--- config.mk ---
export PLATFORM = sky130hd
export DESIGN_NAME = tdc_regs
export DESIGN_NICKNAME = d
export VERILOG_FILES = /design/src/common/tdc_pkg.sv /design/src/rtl/tdc_level_check.sv /design/src/rtl/tdc_regs.sv
export SDC_FILE = /design/constraint.sdc
export NUM_CORES = 1
export LEC_CHECK = 0
export ABC_CLOCK_PERIOD_IN_PS = 2380
export CORE_UTILIZATION = 42
export DETAILED_ROUTE_END_ITERATION = 16
export DONT_BUFFER_PORTS = 1
export PLACE_DENSITY = 0.56
export SLEW_MARGIN = 20
export SYNTH_ARGS = -nofsm -noshare
export SYNTH_HDL_FRONTEND = slang
export SYNTH_HIERARCHICAL = 1
export SYNTH_SLANG_ARGS = --single-unit
--- constraint.sdc ---
create_clock -name hclk -period 2.38 [get_ports hclk]
set_clock_uncertainty 0.05 [all_clocks]
set_input_delay 0 -clock hclk [delete_from_list [all_inputs] [get_ports hclk]]
set_output_delay 0 -clock hclk [all_outputs]
set_load 0.1 [all_outputs]
--- src/common/tdc_pkg.sv ---
// Purpose: Shared constants for the test level control register bank.
// Assumes: AHB-Lite, 32-bit data, one aligned word per register.
// Notes:   Register indices are kept and byte addresses are index times four.
package tdc_pkg;
  localparam logic [7:0]  POS_IDX        = 8'h10;
  localparam logic [7:0]  NEG_IDX        = 8'h11;
  localparam logic [9:0]  POS_ADDR       = {POS_IDX, 2'b00};
  localparam logic [9:0]  NEG_ADDR       = {NEG_IDX, 2'b00};
  localparam int          ADDR_W         = 10;
  localparam logic [7:0]  REG_RESET      = 8'h00;
  localparam int          ROUTE_BIT      = 7;
  localparam int          CODE_HI        = 4;
  localparam logic [7:0]  WRITE_MASK     = 8'h9F;
  localparam logic [4:0]  RISE_LAST      = 5'h09;
  localparam logic [4:0]  FALL_FIRST     = 5'h11;
  localparam logic [4:0]  FALL_LAST      = 5'h19;
  localparam logic [4:0]  RSVD_FIRST     = 5'h0A;
  localparam logic [1:0]  HTRANS_NONSEQ  = 2'b10;
  localparam logic [1:0]  HTRANS_SEQ     = 2'b11;
  localparam logic [2:0]  HSIZE_WORD     = 3'b010;
  localparam logic [31:0] RDATA_ZERO     = 32'h0000_0000;
endpackage : tdc_pkg

--- src/rtl/tdc_level_check.sv ---
// Purpose: Flags whether a 5-bit level code is one of the nineteen listed codes.
// Assumes: Code is the low five bits of a test level register.
// Notes:   Used by the bank to report codes that software must not program.
`timescale 1ns/1ps
module tdc_level_check (
  input  wire logic [4:0] code,
  output logic            valid
);
  // Codes 00000..01001 rise from the midpoint, 10001..11001 fall below it.
  always_comb begin
    valid = (code <= tdc_pkg::RISE_LAST) ||
            ((code >= tdc_pkg::FALL_FIRST) && (code <= tdc_pkg::FALL_LAST));
  end
endmodule : tdc_level_check

--- src/rtl/tdc_regs.sv ---
// Purpose: AHB-Lite register bank holding the two test level generator controls.
// Assumes: Single word transfers, zero wait states, OKAY response only.
// Notes:   Level codes and route enables drive the analog generators directly.
`timescale 1ns/1ps
module tdc_regs (
  input  wire logic        hclk,
  input  wire logic        hresetn,
  input  wire logic        hsel,
  input  wire logic [31:0] haddr,
  input  wire logic [1:0]  htrans,
  input  wire logic        hwrite,
  input  wire logic [2:0]  hsize,
  input  wire logic [31:0] hwdata,
  input  wire logic        hready,
  output logic      [31:0] hrdata,
  output logic             hreadyout,
  output logic             hresp,
  output logic             pos_route_enable,
  output logic      [4:0]  pos_level_code,
  output logic             neg_route_enable,
  output logic      [4:0]  neg_level_code,
  output logic             pos_code_reserved,
  output logic             neg_code_reserved
);
  logic [7:0]  pos_reg;
  logic [7:0]  neg_reg;
  logic [7:0]  next_pos_reg;
  logic [7:0]  next_neg_reg;
  logic        wr_pend;
  logic        next_wr_pend;
  logic [tdc_pkg::ADDR_W-1:0] wr_addr;
  logic [tdc_pkg::ADDR_W-1:0] next_wr_addr;
  logic [31:0] next_hrdata;
  logic        pos_ok;
  logic        neg_ok;
  logic        take;

  // Compares a decoded byte address with the address of one register.
  function automatic logic addr_hit(input logic [tdc_pkg::ADDR_W-1:0] addr,
                                    input logic [tdc_pkg::ADDR_W-1:0] target);
    return addr == target;
  endfunction : addr_hit

  // Places an eight-bit register in the low lane of an otherwise zero read word.
  function automatic logic [31:0] read_word(input logic [7:0] value);
    return {24'h00_0000, value};
  endfunction : read_word

  // Checks the programmed codes against the listed set.
  tdc_level_check u_pos_chk (.code(next_pos_reg[tdc_pkg::CODE_HI:0]), .valid(pos_ok));
  tdc_level_check u_neg_chk (.code(next_neg_reg[tdc_pkg::CODE_HI:0]), .valid(neg_ok));

  // Address phase accepted only for word sized NONSEQ or SEQ transfers.
  assign take = hsel && hready && (hsize == tdc_pkg::HSIZE_WORD) &&
                ((htrans == tdc_pkg::HTRANS_NONSEQ) || (htrans == tdc_pkg::HTRANS_SEQ));

  // Next values for the bus pipeline, the registers and read data.
  // A write lands at the edge that ends its data phase. A read taken in that
  // same cycle sees the value being written, so back to back accesses agree.
  always_comb begin
    next_pos_reg = pos_reg;
    next_neg_reg = neg_reg;
    next_wr_pend = take && hwrite;
    next_wr_addr = haddr[tdc_pkg::ADDR_W-1:0];
    next_hrdata  = tdc_pkg::RDATA_ZERO;
    if (wr_pend) begin
      if (addr_hit(wr_addr, tdc_pkg::POS_ADDR)) begin
        next_pos_reg = hwdata[7:0] & tdc_pkg::WRITE_MASK;
      end else if (addr_hit(wr_addr, tdc_pkg::NEG_ADDR)) begin
        next_neg_reg = hwdata[7:0] & tdc_pkg::WRITE_MASK;
      end
    end
    if (take && !hwrite) begin
      if (addr_hit(haddr[tdc_pkg::ADDR_W-1:0], tdc_pkg::POS_ADDR)) begin
        next_hrdata = read_word(next_pos_reg);
      end else if (addr_hit(haddr[tdc_pkg::ADDR_W-1:0], tdc_pkg::NEG_ADDR)) begin
        next_hrdata = read_word(next_neg_reg);
      end
    end
  end

  // Registers the bank and drives every output from a flip-flop.
  always_ff @(posedge hclk or negedge hresetn) begin
    if (!hresetn) begin
      pos_reg           <= tdc_pkg::REG_RESET;
      neg_reg           <= tdc_pkg::REG_RESET;
      wr_pend           <= 1'b0;
      wr_addr           <= '0;
      hrdata            <= tdc_pkg::RDATA_ZERO;
      hreadyout         <= 1'b1;
      hresp             <= 1'b0;
      pos_route_enable  <= tdc_pkg::REG_RESET[tdc_pkg::ROUTE_BIT];
      pos_level_code    <= tdc_pkg::REG_RESET[tdc_pkg::CODE_HI:0];
      neg_route_enable  <= tdc_pkg::REG_RESET[tdc_pkg::ROUTE_BIT];
      neg_level_code    <= tdc_pkg::REG_RESET[tdc_pkg::CODE_HI:0];
      pos_code_reserved <= 1'b0;
      neg_code_reserved <= 1'b0;
    end else begin
      pos_reg           <= next_pos_reg;
      neg_reg           <= next_neg_reg;
      wr_pend           <= next_wr_pend;
      wr_addr           <= next_wr_addr;
      hrdata            <= next_hrdata;
      hreadyout         <= 1'b1;
      hresp             <= 1'b0;
      pos_route_enable  <= next_pos_reg[tdc_pkg::ROUTE_BIT];
      pos_level_code    <= next_pos_reg[tdc_pkg::CODE_HI:0];
      neg_route_enable  <= next_neg_reg[tdc_pkg::ROUTE_BIT];
      neg_level_code    <= next_neg_reg[tdc_pkg::CODE_HI:0];
      pos_code_reserved <= !pos_ok;
      neg_code_reserved <= !neg_ok;
    end
  end
endmodule : tdc_regs

==> flow_results.org, run 1 <==
** Outcome
- The run finished with clean final reports.

** Worst setup path
- STA puts the critical path data required time at 2.51 ns.
- Arrival @ worst endpoint :: 2.24 ns
- Maximum net fanout on the critical path :: 6
- STA classifies the critical path endpoint as a flop.
- Startpoint kind of the worst setup timing path :: flop
- Setup CP Type :: reg2reg

** Yosys
- The most used flip-flop cell after synthesis is sky130_fd_sc_hd__dfrtp_1.
- Dividing the synthesized area by the synthesized cell count gives between 10 and 15 um^2.
- The fraction of the mapped netlist area in compound gates came to 0.05014.
- Number of storage elements in the synthesis netlist :: 37
- After synthesis the cells add up to roughly 1800 um^2.
- Share of cell area taken by muxes after synthesis :: 0.08757
- Share of synthesized area occupied by flip-flops and latches :: 0.5226
- By area, the combinational part of the netlist is dominated by buffers and inverters.
- Arithmetic-cell share of the synthesized area counting full adders, half adders and majority gates :: 0
- Post-synth cell types :: 30
- Of the total synthesized cell area, the portion taken by AND, OR, NAND and NOR gates is 0.1547.
- Yosys mapped a number of flops with a built-in enable equal to 0.
- Number of instances in the synthesized netlist :: 151
- Ys Warns :: 6
- Synthesized-area fraction occupied by xor and xnor cells :: 0.004944
- Async SR Flop Fraction :: 1.000

** Final layout
- Most common library cell in the layout ignoring fill and taps :: sky130_fd_sc_hd__dfrtp_1
- In the final design database the tool counted 253 nets.
- 0 antenna diodes ended up in the layout.
- Highest-count cells in the layout ignoring fill and taps :: sky130_fd_sc_hd__dfrtp_1, sky130_fd_sc_hd__conb_1, sky130_fd_sc_hd__dlygate4sd3_1, sky130_fd_sc_hd__buf_4
- Registers take 925.9 um^2.
- Largest register FFs :: 10
- Counting flops per register, the top entry is wr_addr.
- Of the cells placed in the final design, the portion with a size suffix greater than 1 is 0.2556.
- The area growth from synthesis to layout is 16.45%.
- The layout has 368 filler cells.
- In the final layout, the multi-input gates occupy 624.3 um^2.
- Core Util, Final :: 0.5121

** Drt
- Dividing the detail-routed wire length by the instance count gives 14.07 um.
- Vias post-DR :: 1079
- DRT iter0 DRCs :: 33
- Summed over all layers, the routed wires come to 3236 um.
- In this run the remaining antenna-violating nets after routing total 0.
- Drt via density :: 4.691
- After detailed routing, the number of remaining DRC violations is 0.
- DR pass1 iterations :: 4

** Clocking
- Clock-pin slew was measured on the worst setup and hold paths at 0.07 ns.
- The tree is rooted in a sky130_fd_sc_hd__clkbuf_8.
- TritonCTS built the clock tree.
- Clock Sinks :: 37
- Num CTS Buffers :: 5
- Number of H-tree branching levels :: 2
- The later pin in the worst-skew pair is clocked with a latency of around 0.28 ns.
- Maximum root-to-sink buffer count :: 2
- Post-CTS setup repair buffer count :: 0
- Gates resized during post-CTS repair numbered 0.

** Global route
- After global routing the overflow that remains totals 0.
- Entering global routing, the biggest net connects 38 pins.
- The first global-routing pass estimated 4981 um of wire.
- Number of antenna violations at the first check in global routing :: 0
- The number of global-route vias before repair is about 1.1k.
- Global-route usage over all layers :: 0.1583

** Floorplan
- Area of the core :: 4029 um^2
- The initial utilization of the core area, before any placement, comes to 0.4398.
- In this run the count of I/O pins placed on the die edge is 122.
- In this run the core area contains 23 standard-cell rows.
- Area of the die :: 4482 um^2
- From bottom edge to top edge, the die measures 66.95 um.
- Die X-Extent :: 66.95 um

** STA
- Worst slew margin relative to its limit :: 0.4070
- On the final layout, the worst hold slack is 0.07801 ns.
- Part of the cycle the worst path needs :: 0.8901
- Number of pins exceeding their max-slew limit in the final report :: 0
- The final hold violation count was 0.
- For the pin with the worst max-slew slack, the measured transition is 0.8901 ns.
- Setup violations remaining at the end of the flow were counted as 0.
- Setup repair after global routing left no endpoint under its margin.
- Clock period minus final worst setup slack :: 2.118 ns
- Based on the critical path, the design can be clocked at up to 472.0 MHz.
- Setup TNS :: 0 ns

** Worst hold path
- The min-delay analysis places its worst path in the category in2reg.

** Place
- The congestion estimate from routability-driven global placement came to 0.7159.
- Detailed placement finished with a half-perimeter wire length of 2322 um.
- During placement, the flow inserted port buffers numbering 0.

** Pwr
- Leakage dissipation :: 0.9451 nW
- Worst IR Drop VDD :: 386.4 uV
- Power per cell area :: 734.3 nW/um^2

** Run
- Max-cap violations in this run came to 0.
kinds of logic after synthesis:
kind of cell    after synthesis
buf+inv                      44
simple gates                 40
flops                        37
mux                          14
compound gates               13
other cells                   2
xor+xnor                      1
where the power goes:
part	internal [W]	switching, W
sequential	0.000650	0.0000318
clock	0.000262	0.000212
combinational	0.0000573	0.000303
total	0.000969	0.000547
worst paths after layout:
| kind | startpoint | to | slack, ns | cells past startpoint |
|---|---|---|---|---|
| max in group asynchronous | hresetn | wr_addr[0]$_DFF_PN0_ | 1.98 | 2 |
| hold reg to reg | pos_reg[6]$_DFF_PN0_ | pos_reg[6]$_DFF_PN0_ | 0.46 | 2 |
| min in group asynchronous | hresetn | hrdata[5]$_DFF_PN0_ | 0.11 | 2 |
| setup reg to reg | wr_addr[2]$_DFF_PN0_ | pos_code_reserved$_DFF_PN0_ | 0.26 | 6 |
| hold / removal | haddr[7] | hrdata[7]$_DFF_PN0_ | 0.08 | 3 |
| setup / recovery | wr_addr[2]$_DFF_PN0_ | pos_code_reserved$_DFF_PN0_ | 0.26 | 6 |
metrics by stage:
| stage | worst slack (ns) | cells | instance area [um^2] | total power, W |
|---|---|---|---|---|
| 2_1_floorplan | 0.4869 | 175 | 1862 | 0.001029 |
| 3_3_place_gp | 0.3048 | 202 | 1752 | 0.001006 |
| 3_5_place_dp | 0.2234 | 202 | 1752 | 0.001009 |
| 4_1_cts | 0.2093 | 230 | 2063 | 0.001530 |
| 5_1_grt | 0.1009 | 230 | 2063 | 0.001567 |
| 6_report | 0.2616 | 230 | 2063 | 0.001515 |
routing by layer:
| layer | wire [um] | vias to the layer above | global-route usage |
|---|---|---|---|
| met5 | 0 | - | 0 |
| met2 | 1660 | 39 | 0.2513 |
| met3 | 241 | 5 | 0.07192 |
| li1 | - | 519 | - |
| met1 | 1277 | 516 | 0.1807 |
| met4 | 56 | 0 | 0.07181 |
synthesized netlist by cell type (2+ instances only):
master	number	area share
sky130_fd_sc_hd__nor3b_2	2	0.014
sky130_fd_sc_hd__mux2i_1	2	0.011
sky130_fd_sc_hd__mux2_2	12	0.076
sky130_fd_sc_hd__buf_4	37	0.16
sky130_fd_sc_hd__inv_1	5	0.011
sky130_fd_sc_hd__a311oi_1	2	0.0099
sky130_fd_sc_hd__nor2_1	5	0.011
sky130_fd_sc_hd__conb_1	2	0.0042
sky130_fd_sc_hd__a31oi_1	10	0.035
sky130_fd_sc_hd__dfrtp_1	37	0.52
sky130_fd_sc_hd__nand2_1	12	0.025
sky130_fd_sc_hd__nand3_1	6	0.017
sky130_fd_sc_hd__and2_2	2	0.0085
worst max-delay path: stages, from the launching register on:
cell and delay [ns]:
sky130_fd_sc_hd__dfrtp_1 0.45, sky130_fd_sc_hd__nor4b_2 0.46, sky130_fd_sc_hd__nand3_2 0.26, sky130_fd_sc_hd__mux2_2 0.35, sky130_fd_sc_hd__nor2_1 0.18, sky130_fd_sc_hd__mux2i_1 0.20
sky130_fd_sc_hd__inv_1 0.05
timing repair:
| action | in CTS | in global routing |
|---|---|---|
| hold endpoints to repair | 70 | 0 |
| hold buffers | 20 | 0 |
| setup endpoints to repair | 0 | 0 |
area by class of cell:
cell class | count | share of cell area
repair buffers | 36 | 0.1601
inverters | 5 | 0.009096
flip-flops and latches | 37 | 0.4488
multi-input cells | 94 | 0.3026
well taps | 50 | 0.03032
clock inverters | 1 | 0.002426
clock buffers | 7 | 0.04669
Note: power is estimated with default switching activity, not from simulation.
==> run 2: changes to the inputs <==
--- a/config.mk
+++ b/config.mk
@@ -5,11 +5,12 @@
 export SDC_FILE = /design/constraint.sdc
 export NUM_CORES = 1
 export LEC_CHECK = 0
+export ABC_AREA = 0
 export ABC_CLOCK_PERIOD_IN_PS = 2380
 export CORE_UTILIZATION = 42
 export DETAILED_ROUTE_END_ITERATION = 16
 export DONT_BUFFER_PORTS = 1
-export PLACE_DENSITY = 0.56
+export PLACE_DENSITY = 0.61
 export SLEW_MARGIN = 20
 export SYNTH_ARGS = -nofsm -noshare
 export SYNTH_HDL_FRONTEND = slang
==> run 2 against run 1 <==
  * Flip-flop and latch count is the same
  * Cell area is the same
  * Clock power is essentially flat
  * Combinational power is essentially flat
  * Worst hold slack gained 0.034 ns
  * Count of clock-buffer cells in the layout is the same
  * Cell count is the same
  * Sequential share of layout area is the same
  * Routed wire length grew 5.3%
  * Sequential power is essentially flat
  * Critical path type unchanged
  * Largest cell class unchanged
==> flow_results.org, run 2 (synthesized netlist as in run 1, its figures left out) <==
** Pwr
- Internal power of the cells :: 0.0009687 W (about the same)
- The power share of the clock group came to 0.314 (about the same).
- Combinational Power Share :: 0.237 (about the same)
- Leakage dissipation :: 0.9451 nW (unchanged)
- The highest ir drop seen on vdd is 391.1 uV (+1.2%).
- Switching share of power :: 0.3628 (+0.002145)
- The power density over cell area came to 736.9 nW/um^2 (+0.34%).
- The total net switching power was 0.0005516 W (+0.94%).
- The sequential share of power came to 0.449 (about the same).

** Floorplan
- The overall die area was 4482 um^2 (unchanged).
- Overall die height :: 66.95 um (unchanged)
- The initial standard-cell utilization of the core came to 0.4398 (unchanged).
- The placeable core region came to 4029 um^2 (unchanged).
- The number of I/O pins is 122 (unchanged).
- Die X-Extent :: 66.95 um (unchanged)
- The number of rows in the core area is 23 (unchanged).

** Drt
- Total DRC errors in the routed layout :: 0 (unchanged)
- The total via count in the routed design came to 1095 (+1.5%).
- The per-cell via count in the routed design was 4.761 (+1.5%).
- The wire length per cell after detailed routing is 14.82 um (+5.3%).
- DRT iter0 DRCs :: 78 (+140%)
- Post-route ant nets :: 0 (unchanged)
- The number of iterations in the first detailed-routing pass was 4 (unchanged).
- The routed wire length came to 3408 um (+5.3%).

** Worst setup path
- Arrival @ worst endpoint :: 2.26 ns (+0.02 ns)
- Traced cell by cell, the critical path runs through nor4b_2 -> nand3_2 -> mux2_2 -> nor2_1 -> mux2i_1 -> inv_1.
- Setup CP Type :: reg2reg
- STA classifies the critical path endpoint as a flop.
- The required time of the worst setup path is 2.52 ns (about the same).
- Startpoint kind of the worst setup timing path :: flop
- Cell with the largest stage delay on the worst path :: sky130_fd_sc_hd__nor4b_2
- Maximum net fanout on the critical path :: 6 (unchanged)
- The peak per-stage delay on the critical path came to 0.48 ns (+0.02 ns).
- Reg2Reg Setup Slack :: 0.25 ns (about the same)

** Clocking
- Post-CTS setup repair buffer count :: 0 (unchanged)
- The maximum number of buffers from clock root to sink came to 2 (unchanged).
- The source-to-sink clock delay at the later pin of the worst-skew pair came to 0.29 ns (about the same).
- TritonCTS clock tree :: yes
- The maximum level of the CTS H-tree was 2 (unchanged).
- Clock Sinks :: 37 (unchanged)
- Number of gates given a new drive strength after cts :: 0 (unchanged)
- Hold bufs inserted after CTS :: 20 (unchanged)
- In this run the clock root is driven by a sky130_fd_sc_hd__clkbuf_8.
- Clock-pin transition on the worst setup and hold timing paths :: 0.07 ns (about the same)
- The total CTS buffers is 5 (unchanged).

** STA
- The part of the cycle the worst path needs came to 0.8944 (+0.004298).
- Worst slew margin relative to its limit :: 0.4068 (about the same)
- Actual transition at the worst max-transition pin :: 0.8904 ns (+0.0002438 ns)
- The final hold violation count is 0 (unchanged).
- Setup TNS :: 0 ns (unchanged)
- Clock period minus final worst setup slack :: 2.129 ns (+0.01023 ns)
- The maximum frequency from static timing analysis came to 469.8 MHz (-0.48%).
- Unrepaired setup endpoints after global routing :: no
- The number of max-slew violations in the final report is 0 (unchanged).
- Final setup violating endpoints :: 0 (unchanged)

** Global route
- The maximum number of pins on one net before global-route repair came to 38 (unchanged).
- The overall overflow remaining after global route is 0 (unchanged).
- Global-route usage over all layers :: 0.1699 (+0.01164)
- The number of global-route vias before repair came to 1100 (+4.4%).
- The global-route wire length before repair was 5395 um (+8.3%).
- Number of antenna violations at the first check in global routing :: 0 (unchanged)

** Final layout
- Leaving out fill and tap cells, the most frequent cells in the layout are sky130_fd_sc_hd__dfrtp_1, sky130_fd_sc_hd__conb_1, sky130_fd_sc_hd__dlygate4sd3_1, sky130_fd_sc_hd__buf_4.
- Most common library cell in the layout ignoring fill and taps :: sky130_fd_sc_hd__dfrtp_1
- The antenna diode count is 0 (unchanged).
- The number of flip-flops under the largest register name is 10 (unchanged).
- Most flops, register :: wr_addr
- The post-layout net count was 253 (unchanged).
- The fraction of final layout cells sized beyond drive strength 1 was 0.2556 (unchanged).
- The layout overhead on the synthesized area came to 16.45% (unchanged).
- The final core utilization came to 0.5121 (unchanged).

** Outcome
- Run status :: finished clean

** Place
- HPWL after detailed placement :: 2328 um (+0.25%)
- PortBufs :: 0 (unchanged)
- The global placement routability congestion was 0.7193 (+0.47%).

** Run
- Max Cap Violations :: 0 (unchanged)

** Worst hold path
- In this run the worst hold path is classified as in2reg.
## run 2: cell counts in the layout (fill, tap and decap cells not counted)
No cell type changed its count.
## run 2: worst max-delay path, delay by kind of cell (launching register included)
family	cells	cell delay [ns]
flip-flops	1	0.45
multiplexers	2	0.55
buffers and inverters	1	0.05
AND/OR/NAND/NOR	3	0.93
## run 2: layer usage
metal  share of wire  routed length, um  track usage
met2            0.54               1838       0.2790
met3           0.055                186      0.05822
met1            0.39               1317       0.1946
met4           0.019                 65      0.08511
met5               0                  0            0
## run 2: cell type report
type | instances | area [um^2]
Fill cell | 361 | 1966
Sequential cell | 37 | 925.9
Multi-Input combinational cell | 94 | 624.3
Timing Repair Buffer | 36 | 330.3
Clock buffer | 7 | 96.34
Tap cell | 50 | 62.56
Inverter | 5 | 18.77
Clock inverter | 1 | 5.005
## run 2: worst paths after layout
path / from / endpoint / cells after the start
worst max-delay path: wr_addr[2]$_DFF_PN0_ / pos_code_reserved$_DFF_PN0_ / 6
worst min-delay path: haddr[7] / hrdata[7]$_DFF_PN0_ / 3
worst max register to register: wr_addr[2]$_DFF_PN0_ / pos_code_reserved$_DFF_PN0_ / 6
worst min register to register: neg_reg[5]$_DFF_PN0_ / neg_reg[5]$_DFF_PN0_ / 1
max in group asynchronous: hresetn / wr_addr[2]$_DFF_PN0_ / 2
min in group asynchronous: hresetn / neg_reg[4]$_DFF_PN0_ / 2
## run 2: metrics by stage
stage               hold slack [ns]  power [W]  instances  setup WS [ns]  area, um^2
finish                       0.1120   0.001520        230         0.2513        2063
global route                 0.1293   0.001574        230         0.1702        2063
CTS                         0.08728   0.001534        230         0.2465        2063
detailed placement          -0.3441   0.001009        202         0.2194        1752
global placement            -0.3445   0.001006        202         0.3184        1752
floorplan                   -0.3456   0.001029        175         0.4869        1862
## run 2: power groups by stage
stage	sequential (W)	clock (W)	combinational [W]
after floorplan	0.000706	0	0.000323
after global placement	0.000693	0	0.000313
after detailed placement	0.000695	0	0.000315
after CTS	0.000682	0.000490	0.000361
after global routing	0.000685	0.000515	0.000374
final	0.000682	0.000477	0.000361
